`config.mk`:
```
export PLATFORM = sky130hd
export DESIGN_NAME = asq_top
export DESIGN_NICKNAME = d
export VERILOG_FILES = /design/src/common/asq_pkg.sv /design/src/core/asq_sync.sv /design/src/core/asq_top.sv
export VERILOG_INCLUDE_DIRS = /design/src /design/src/common
export SDC_FILE = /design/constraint.sdc
export NUM_CORES = 1
export LEC_CHECK = 0
export ABC_AREA = 1
export BUFFER_PORTS_ARGS = -buffer_cell sky130_fd_sc_hd__buf_2
export CORE_MARGIN = 8
export CORE_UTILIZATION = 40
export DETAILED_ROUTE_END_ITERATION = 10
export GPL_TIMING_DRIVEN = 0
export PLACE_DENSITY = 0.7
export SETUP_SLACK_MARGIN = 0.1
export SYNTH_ARGS = -nofsm -noshare
export SYNTH_HDL_FRONTEND = slang
export SYNTH_SLANG_ARGS = --single-unit
```
`constraint.sdc`:
```
create_clock -name I_CLK -period 3 [get_ports I_CLK]
set_input_delay 0.15 -clock I_CLK [delete_from_list [all_inputs] [get_ports I_CLK]]
set_output_delay 0.15 -clock I_CLK [all_outputs]
set_load 0.05 [all_outputs]
```
`src/common/asq_cfg.svh`:
```
// Register map, field positions and timing counts of the converter sequencer
// Summary of operation
// - Control bits 3..0 pick the channel; codes 0000..0111 mean inputs 0..7.
// - Control bit 4 at one disables the analog inputs, zero enables them.
// - Control bit 5 picks short (0) or long (1) conversion time.
// - Short conversion lasts 46 machine cycles from start to result load.
// - Writing one to control bit 6 starts a conversion; zero does nothing.
// - Done flag, control bit 7, goes to one when the result is loaded.
// - Start during a conversion restarts it from the first step.
// - The input is sampled during the first 4 machine cycles.
// - Reading the result register clears the done flag.
// - Result read during a conversion gives an invalid value.
// - Stop mode during conversion aborts it; done stays zero.
// - Stop mode after completion keeps the result register contents.
// - Reset clears all eight control and status bits.
// - Each conversion yields an unsigned 8-bit code.
// - State is read from the done flag, value from the result register.
`ifndef ASQ_CFG_SVH
`define ASQ_CFG_SVH
`define ASQ_OFS_CTRL 16'h000e
`define ASQ_OFS_RESULT 16'h000f
`define ASQ_OFS_IRQ_STAT 16'h0010
`define ASQ_OFS_IRQ_MASK 16'h0011
`define ASQ_BIT_DIS 4
`define ASQ_BIT_LONG 5
`define ASQ_BIT_GO 6
`define ASQ_BIT_DONE 7
`define ASQ_CTRL_RESET 8'h00
`define ASQ_IRQ_DONE 0
`define ASQ_IRQ_ABORT 1
// Four oscillator periods make one machine cycle
`define ASQ_MC_DIV_LAST 2'h3
`define ASQ_SAMPLE_MC 8'h04
`define ASQ_BIT_MC_SHORT 8'h05
`define ASQ_TAIL_MC_SHORT 8'h02
`define ASQ_BIT_MC_LONG 8'h16
`define ASQ_TAIL_MC_LONG 8'h04
`define ASQ_CONV_CLK_SHORT 16'h00b8
`define ASQ_CONV_CLK_LONG 16'h02e0
`define ASQ_SAMPLE_CLK 8'h10
`endif

```
`src/common/asq_pkg.sv`:
```
// Types shared by the converter sequencer modules
package asq_pkg;
   typedef enum logic [3:0] {
      ASQ_IDLE = 4'b0001,
      ASQ_SAMPLE = 4'b0010,
      ASQ_CONV = 4'b0100,
      ASQ_LOAD = 4'b1000
   } asq_state_t;
endpackage

```
`src/core/asq_sync.sv`:
```
// Three-stage input synchroniser with agreement filter
`timescale 1ns/1ps
module asq_sync #(
   parameter int W = 2
) (
   // Clock and reset
   input wire logic i_clk,
   input wire logic i_nrst,
   // Asynchronous inputs and their clean copies
   input wire logic [W-1:0] i_async,
   output logic [W-1:0] o_sync
);
   typedef struct packed {
      logic [W-1:0] s1;
      logic [W-1:0] s2;
      logic [W-1:0] s3;
      logic [W-1:0] lvl;
   } asq_sync_st_t;

   asq_sync_st_t s_q;
   asq_sync_st_t s_d;

   always_comb begin
      s_d = s_q;
      s_d.s1 = i_async;
      s_d.s2 = s_q.s1;
      s_d.s3 = s_q.s2;
      // Change taken only once second and third stage agree
      s_d.lvl = (s_q.s2 & s_q.s3) | (s_q.lvl & (s_q.s2 | s_q.s3));
   end

   always_ff @(posedge i_clk or negedge i_nrst) begin
      if (!i_nrst) begin
         s_q <= '0;
      end else begin
         s_q <= s_d;
      end
   end

   assign o_sync = s_q.lvl;
endmodule

```
`src/core/asq_top.sv`:
```
// Converter sequencer: control register, SAR timing, stop abort, interrupt
`timescale 1ns/1ps
`include "asq_cfg.svh"
module asq_top (
   // Clock and reset
   input wire logic I_CLK,
   input wire logic I_NRST,
   // Register port
   input wire logic [15:0] I_ADDR,
   input wire logic [7:0] I_WDATA,
   input wire logic I_WR,
   input wire logic I_RD,
   output logic [7:0] O_RDATA,
   output logic O_IRQ,
   // Analog front end and power control
   input wire logic I_CMP,
   input wire logic I_STOP,
   output logic O_SAMPLE,
   output logic O_MUX_EN,
   output logic [2:0] O_MUX_SEL,
   output logic [7:0] O_DAC_CODE
);
   typedef struct packed {
      asq_pkg::asq_state_t st;
      logic [1:0] div;
      logic [7:0] cnt;
      logic [2:0] idx;
      logic [7:0] sar;
      logic [7:0] dac;
      logic [7:0] result;
      logic [3:0] chan;
      logic dis;
      logic long_t;
      logic lng;
      logic done;
      logic [1:0] ist;
      logic [1:0] imask;
      logic [7:0] rdata;
      logic irq;
      logic sample;
      logic mux_en;
      logic [2:0] mux_sel;
   } asq_top_st_t;

   asq_top_st_t s_q;
   asq_top_st_t s_d;
   logic [1:0] sync_w;
   logic cmp_s;
   logic stop_s;
   logic go;
   logic wr_ctrl;
   logic rd_res;

   // Comparator and stop request come from outside the clock domain
   asq_sync #(.W(2)) u_sync (
      .i_clk(I_CLK),
      .i_nrst(I_NRST),
      .i_async({I_STOP, I_CMP}),
      .o_sync(sync_w)
   );
   assign cmp_s = sync_w[0];
   assign stop_s = sync_w[1];

   assign wr_ctrl = I_WR && (I_ADDR == `ASQ_OFS_CTRL);
   assign go = wr_ctrl && I_WDATA[`ASQ_BIT_GO];
   assign rd_res = I_RD && (I_ADDR == `ASQ_OFS_RESULT);

   always_comb begin
      logic tick;
      logic done_set;
      logic abort_ev;
      logic [7:0] bit_mc;
      logic [7:0] tail_mc;
      logic [7:0] trial;
      tick = 1'b0;
      done_set = 1'b0;
      abort_ev = 1'b0;
      bit_mc = `ASQ_BIT_MC_SHORT;
      tail_mc = `ASQ_TAIL_MC_SHORT;
      trial = 8'h00;
      s_d = s_q;
      s_d.rdata = 8'h00;
      tick = (s_q.div == `ASQ_MC_DIV_LAST);
      s_d.div = s_q.div + 2'h1;
      if (s_q.lng) begin
         bit_mc = `ASQ_BIT_MC_LONG;
         tail_mc = `ASQ_TAIL_MC_LONG;
      end
      trial = s_q.sar | (8'h01 << s_q.idx);
      case (s_q.st)
         asq_pkg::ASQ_IDLE: begin
            s_d.cnt = 8'h00;
         end
         asq_pkg::ASQ_SAMPLE: begin
            if (tick) begin
               // Input held by sample stage for four machine cycles
               if (s_q.cnt == `ASQ_SAMPLE_MC - 8'h01) begin
                  s_d.st = asq_pkg::ASQ_CONV;
                  s_d.cnt = 8'h00;
                  s_d.idx = 3'h7;
                  s_d.sar = 8'h00;
               end else begin
                  s_d.cnt = s_q.cnt + 8'h01;
               end
            end
         end
         asq_pkg::ASQ_CONV: begin
            if (tick) begin
               if (s_q.cnt == bit_mc - 8'h01) begin
                  s_d.cnt = 8'h00;
                  // Comparator high: input above trial level, keep bit
                  if (cmp_s) begin
                     s_d.sar = trial;
                  end
                  if (s_q.idx == 3'h0) begin
                     s_d.st = asq_pkg::ASQ_LOAD;
                  end else begin
                     s_d.idx = s_q.idx - 3'h1;
                  end
               end else begin
                  s_d.cnt = s_q.cnt + 8'h01;
               end
            end
         end
         asq_pkg::ASQ_LOAD: begin
            if (tick) begin
               if (s_q.cnt == tail_mc - 8'h01) begin
                  s_d.result = s_q.sar;
                  done_set = 1'b1;
                  s_d.st = asq_pkg::ASQ_IDLE;
                  s_d.cnt = 8'h00;
               end else begin
                  s_d.cnt = s_q.cnt + 8'h01;
               end
            end
         end
         default: begin
            s_d.st = asq_pkg::ASQ_IDLE;
         end
      endcase
      if (stop_s) begin
         // Oscillator stop: converter halts, finished result untouched
         if (s_q.st != asq_pkg::ASQ_IDLE) begin
            s_d.st = asq_pkg::ASQ_IDLE;
            s_d.cnt = 8'h00;
            abort_ev = 1'b1;
            done_set = 1'b0;
            s_d.result = s_q.result;
         end
      end else if (go) begin
         // Restart from sampling, divider realigned for exact length
         s_d.st = asq_pkg::ASQ_SAMPLE;
         s_d.cnt = 8'h00;
         s_d.div = 2'h0;
         s_d.lng = I_WDATA[`ASQ_BIT_LONG];
      end
      if (wr_ctrl) begin
         s_d.chan = I_WDATA[3:0];
         s_d.dis = I_WDATA[`ASQ_BIT_DIS];
         s_d.long_t = I_WDATA[`ASQ_BIT_LONG];
      end
      // Completion wins over a clear in the same cycle
      s_d.done = done_set
         | (s_q.done & ~rd_res & ~(go & ~stop_s));
      if (stop_s && s_q.st != asq_pkg::ASQ_IDLE) begin
         s_d.done = 1'b0;
      end
      s_d.ist = s_q.ist;
      if (I_WR && I_ADDR == `ASQ_OFS_IRQ_STAT) begin
         s_d.ist = s_q.ist & ~I_WDATA[1:0];
      end
      s_d.ist[`ASQ_IRQ_DONE] = s_d.ist[`ASQ_IRQ_DONE] | done_set;
      s_d.ist[`ASQ_IRQ_ABORT] = s_d.ist[`ASQ_IRQ_ABORT] | abort_ev;
      if (I_WR && I_ADDR == `ASQ_OFS_IRQ_MASK) begin
         s_d.imask = I_WDATA[1:0];
      end
      if (I_RD) begin
         case (I_ADDR)
            `ASQ_OFS_CTRL: begin
               // Start bit is a strobe and reads as zero
               s_d.rdata = {s_q.done, 1'b0, s_q.long_t, s_q.dis,
                  s_q.chan};
            end
            `ASQ_OFS_RESULT: begin
               // Mid-conversion this is stale data, not a live code
               s_d.rdata = s_q.result;
            end
            `ASQ_OFS_IRQ_STAT: begin
               s_d.rdata = {6'h00, s_q.ist};
            end
            `ASQ_OFS_IRQ_MASK: begin
               s_d.rdata = {6'h00, s_q.imask};
            end
            default: begin
               s_d.rdata = 8'h00;
            end
         endcase
      end
      if (s_d.st == asq_pkg::ASQ_CONV) begin
         s_d.dac = s_d.sar | (8'h01 << s_d.idx);
      end else begin
         s_d.dac = s_d.sar;
      end
      s_d.sample = (s_d.st == asq_pkg::ASQ_SAMPLE);
      // Code 1xxx selects no input, so the mux is closed
      s_d.mux_en = ~s_d.dis & ~s_d.chan[3];
      s_d.mux_sel = s_d.chan[2:0];
      s_d.irq = |(s_d.ist & s_d.imask);
   end

   always_ff @(posedge I_CLK or negedge I_NRST) begin
      if (!I_NRST) begin
         s_q <= '0;
         s_q.st <= asq_pkg::ASQ_IDLE;
      end else begin
         s_q <= s_d;
      end
   end

   assign O_RDATA = s_q.rdata;
   assign O_IRQ = s_q.irq;
   assign O_SAMPLE = s_q.sample;
   assign O_MUX_EN = s_q.mux_en;
   assign O_MUX_SEL = s_q.mux_sel;
   assign O_DAC_CODE = s_q.dac;

   // Helper counters read only by the checks below
   logic [15:0] conv_clk_q;
   logic [7:0] smp_clk_q;
   always_ff @(posedge I_CLK or negedge I_NRST) begin
      if (!I_NRST) begin
         conv_clk_q <= 16'h0000;
         smp_clk_q <= 8'h00;
      end else begin
         if (go) begin
            conv_clk_q <= 16'h0000;
         end else if (s_q.st != asq_pkg::ASQ_IDLE) begin
            conv_clk_q <= conv_clk_q + 16'h0001;
         end
         if (go || !s_q.sample) begin
            smp_clk_q <= 8'h00;
         end else begin
            smp_clk_q <= smp_clk_q + 8'h01;
         end
      end
   end
endmodule

```
# After elaboration in Yosys (flattened, before gate mapping)
# Cells that the tools add are included.
[totals] in_bits=30 reg_bits=75
[classes] n_shift=2 addsub=5 n_bitwise=21 n_eq_ne=16 muxes=47 reduce_logical=9
[ops] cell="8-bit 2-to-1 mux" n=14
[ops] cell="8-bit case mux with 4 select lines" n=2
[ops] cell="19-bit 2-to-1 mux" n=2
[ops] cell="4-bit 2-to-1 mux" n=9
[ops] cell="16-bit by 4-bit equality test with 1-bit output (second input constant)" n=2
[ops] cell="16-bit by 5-bit equality test with 1-bit output (second input constant)" n=2
[ops] cell="11-bit 2-to-1 mux" n=2
[ops] cell="11-bit case mux with 2 select lines" n=1
[ops] cell="8-bit equality test" n=2
[ops] cell="8-bit OR" n=2
[ops] cell="4-bit case mux with 4 select lines" n=1
[ops] cell="1-bit by 3-bit left shift with 8-bit output (first input constant)" n=2
[ops] cell="8-bit by 1-bit subtractor with 8-bit output (second input constant)" n=2
[ops] cell="14-bit 2-to-1 mux" n=1
[ops] cell="8-bit by 1-bit adder with 8-bit output (second input constant)" n=1
[ops] cell="2-bit AND" n=4
[ops] cell="4-bit by 2-bit equality test with 1-bit output (second input constant)" n=2
[ops] cell="4-bit by 3-bit equality test with 1-bit output (second input constant)" n=2
[ops] cell="8-bit by 2-bit equality test with 1-bit output (second input constant)" n=1
[ops] cell="1-bit 2-to-1 mux" n=8
[ops] cell="1-bit logical AND" n=6
[ops] cell="2-bit 2-to-1 mux" n=3
[ops] cell="3-bit 2-to-1 mux" n=2
[ops] cell="6-bit 2-to-1 mux" n=1
[ops] cell="other kinds (16)" n=26

# Depth between registers and ports, before layout
[depth] ltp_word=11 mapped_depth=12 mapped_depth_nobuf=12

# Cells and area by module
# From an unflattened synthesis, not the netlist that was laid out.
[hier_totals] hier_cells=516 hier_area_um2=4137.7
[modules_own_cells] module="asq_top" instances=1 area_per_inst_um2=3890.0 seq_area_each_um2=1602.8 cells_per_inst=498
[modules_own_cells] module="asq_sync" instances=1 area_per_inst_um2=247.7 seq_area_each_um2=200.2 cells_per_inst=18

# Least setup slack after synthesis
# Ideal clock, no wire load.
[synth_path] kind="register to register" start="register s_q[61] (netlist name)" end="register s_q (netlist bit O_DAC_CODE[4])" path_buffers=2 path_slack_ps=1380 setup_time_ps=65 stages_incl_launch_ff=13 required_time_ps=2935 arrival_time_ps=1555 period_less_slack_ps=1620 path_cell_list="dfrtp_1 ha_1 buf_2 inv_2 buf_4 nor2_1 nand3_1 nand2_1 nand2_1 nand3_1 nor2_1 nand2_1 nand2_1"
[synth_lines] element="start, declared" line_no="asq_top.sv:45" text="asq_top_st_t s_q;"

==> impl_metrics.py <==
metrics = {
    "sta": {
        "clock.fmax_ghz": 0.496,
        "rsz0062_at_grt": "false",
        "finalHoldViolations": 0,
        "setup_tns_ps": 0,
        "post-route-min-period_ps": 2020,
        "slew_headroom": 0.715,
        "final-max-slew-violation-count": 0,
        "fin_crit_sh": 0.672,
        "worstMarginPinSlew_ps": 428,
        "setup_viol": 0,
        "clock_skew_ps": 8.27,
    },
    "clock_tree": {
        "cts_root_buffer": "clkbuf_8",
        "clk_pin_slew_ps": 90,
        "cts_buffers": 9,
        "clk_path_buf_depth": 2,
        "cts_tree": "built",
        "clock_sinks": 72,
        "cts_setup_buffers": 0,
        "cts_max_level": 3,
        "clock_latency_ps": 350,
    },
    "global_route": {
        "grt_pass1_wl_mm": 15.4,
        "grt_max_degree": 73,
        "grt_util_all_layers": 0.142,
        "antenna_found_initial": 0,
        "grt-ovfl-total": 0,
        "grt_pass1_vias": 3442,
    },
    "worst_setup_path": {
        "startpoint": "s_q[61]",
        "critPathCaptureType": "flip-flop",
        "cp_top_family": "simple AND/OR/NAND/NOR gates",
        "slowest_delay_ps": 390,
        "worstPathRequired_ps": 3290,
        "crit_slowest_cell": "dfrtp_1",
        "path_cells": "ha_1 > buf_2 > inv_2 > buf_4 > nor2_1 > nand3_1 > nand2_1 > nand2_1 > nand3_1 > nor2_1 > nand2_1 > nand2_1",
        "reg2reg_slack_ps": 980,
        "r2r_end": "O_DAC_CODE[4]",
        "cp_common_cell": "nand2_1",
        "crit_type": "reg2reg",
        "critPathMaxFanout": 10,
        "cp-start-kind": "flip-flop",
        "critPathArrivalTime_ps": 2310,
        "crit_buf_inv": 3,
        "reg2reg_depth": 12,
        "r2r_start": "s_q[61]",
    },
    "flow_run": {
        "maxCapViolations": 0,
    },
    "synth": {
        "synth.top_cell.area_share": 0.448,
        "ys_seq_elements": 72,
        "synth_fa_ha_area_frac": 0.0272,
        "synth_compound_area_frac": 0.0755,
        "synth_cells": 515,
        "synth_area_um2": 3960,
        "synth_top_family_by_area": "simple AND/OR/NAND/NOR gates",
        "synthTopCellsByArea": "dfrtp_1, nand2_1, inv_1, nand3_1, nor2_1",
        "yosys_warnings": 0,
        "netlist-cell-type-count": 40,
        "syn_nets": 552,
        "synthXorXnorAreaFrac": 0.00442,
        "synth_top_area_cell": "dfrtp_1",
        "synthMuxAreaShare": 0.00821,
        "ys_seq_area_frac": 0.455,
        "yosys.area_share.simple": 0.302,
        "avgSynthCellArea_um2": 7.69,
    },
    "power_and_ir_drop": {
        "p_seq_frac": 0.551,
        "intPower_mw": 1.32,
        "power.total_mw": 1.78,
        "p_leak_nw": 2.60,
        "power_switching_uw": 464,
        "power_switching_share": 0.260,
        "powerDensity_nw_per_um2": 386,
        "p_comb_frac": 0.037,
        "clkPwrFrac": 0.412,
        "peakVddDrop_mv": 0.158,
    },
    "die": {
        "ios": 52,
        "core_um2": 9680,
        "die_h_um": 116,
        "die_w_um": 116,
        "die_area_um2": 13300,
        "core.rowCount": 36,
        "start_util": 0.409,
    },
    "hold_path": {
        "hold_path_class": "in2reg",
        "min_to": "s_q[24]",
        "min_from": "I_WDATA[2]",
        "holdPathStages": 2,
    },
    "run_status": {
        "status": "completed",
    },
    "route": {
        "drt_first_pass_iters": 4,
        "drt_iter0_drc": 149,
        "via_per_inst": 4.79,
        "wl_per_cell_um": 12.7,
        "routed_wl_mm": 9.10,
        "drc_errors": 0,
        "num_vias": 3437,
        "drtAntennaViolNets": 0,
    },
    "final_layout": {
        "nets": 617,
        "finalInstanceArea_um2": 4620,
        "antenna_cells": 0,
        "fin_util": 0.478,
        "layout_common_cells": "nand2_1, dfrtp_1, inv_1, buf_2, nor2_1",
        "area_growth_pct": 16.7,
        "final_common_cell": "nand2_1",
        "final_layout_size_suffix_gt1_frac": 0.217,
    },
    "place": {
        "place.gp.congestion": 0.891,
        "placed_cell_area_um2": 4410,
        "hpwlAfterDp_mm": 6.81,
        "placement.io_buffers": 50,
    },
}
==> cell usage after synthesis <==
master      n
nor3_4      1
xnor2_1     1
buf_2       3
mux2i_1     1
nand4_4     1
maj3_1      2
buf_6       1
o21ai_1     2
a211oi_1    1
nor2_2      3
a21boi_0    1
mux2_2      2
nor3_2      1
a21oi_1     8
ha_1        7
nor2_4      3
nand2_1   137
nand4_1    12
o211ai_1    2
nand2_2     3
buf_4      21
inv_1      70
o31ai_1     2
a22o_1      5
nor3_1      3
clkbuf_1    1
and2_1      2
dfstp_2     1
xor2_1      1
dfrtp_1    71
clkinv_1    1
and3_1      1
nand3_1    46
inv_2      14
nand3_2     3
o21ai_0    27
nor2_1     50
o21a_1      1
o21ai_2     2
or2_2       1
==> cell type report <==
type | instances | area (µm²)
fillers | 955 | 5060
inverters | 85 | 319
repair buffers | 54 | 310
clock buffers | 9 | 124
plain buffers | 26 | 188
multi-input cells | 332 | 1650
well taps | 133 | 166
clock inverters | 7 | 61.3
flip-flops and latches | 72 | 1800
==> cells by family after synthesis <==
kind of cell,count (synthesis)
AND/OR/NAND/NOR,267
multiplexers,3
adder cells (fa/ha/maj),9
XOR/XNOR,2
flip-flops,72
AO/OA/AOI/OAI,51
buffers and inverters,111
==> repair_timing <==
item / in CTS / in global routing
endpoints found under the hold margin: 73 / 0
gates resized for setup: 0 / 0
hold buffers: 3 / 0
==> worst reg2reg max path: stages (launching register included) <==
cell	delay [ps]
dfrtp_1	390
ha_1	200
buf_2	180
inv_2	90
buf_4	180
nor2_1	80
nand3_1	80
nand2_1	50
nand2_1	60
nand3_1	160
nor2_1	310
nand2_1	100
nand2_1	70
==> how the worst max path moves through the flow <==
stage	to	slack (ps)	depth (start not counted)
4_1_cts	O_DAC_CODE[4]	1000	12
6_report	O_DAC_CODE[4]	980	12
5_1_grt	O_DAC_CODE[5]	820	12
3_3_place_gp	O_DAC_CODE[5]	1020	12
3_5_place_dp	O_DAC_CODE[5]	1040	12
2_1_floorplan	O_DAC_CODE[4]	1380	12
==> power groups by stage <==
stage | sequential (mW) | clock, mW | combinational, mW
2_1_floorplan | 1.00 | 0 | 0.0158
3_3_place_gp | 1.00 | 0 | 0.0579
3_5_place_dp | 1.00 | 0 | 0.0648
4_1_cts | 0.984 | 0.755 | 0.0681
5_1_grt | 0.985 | 0.793 | 0.0760
6_report | 0.984 | 0.735 | 0.0658
==> registers in the layout (all words and copies together) (netlist names) <==
name and flops:
u_sync.s_d 4, O_DAC_CODE 8, O_RDATA 8, O_MUX_SEL 2, O_SAMPLE 1, O_IRQ 1
u_sync.s_q 2, u_sync.o_sync 2, O_MUX_EN 1, s_q 43
==> through the flow <==
| step | setup slack (ps) | cells | hold slack, ps |
|---|---|---|---|
| after floorplan | 1380 | 515 | -146 |
| after global placement | 1020 | 698 | 258 |
| after detailed placement | 1040 | 699 | 192 |
| after CTS | 1000 | 718 | 18.3 |
| after global routing | 822 | 718 | 21.5 |
| final | 985 | 718 | 29.9 |
==> routing by layer <==
metal  up-vias  GRT usage  wire [µm]
li1       1737          -          -
met1      1611      0.170       4040
met2        75      0.247       4450
met3        14     0.0240        466
met4         0     0.0613        146
met5         -          0          0
Note: power is estimated with default switching activity, not from simulation.
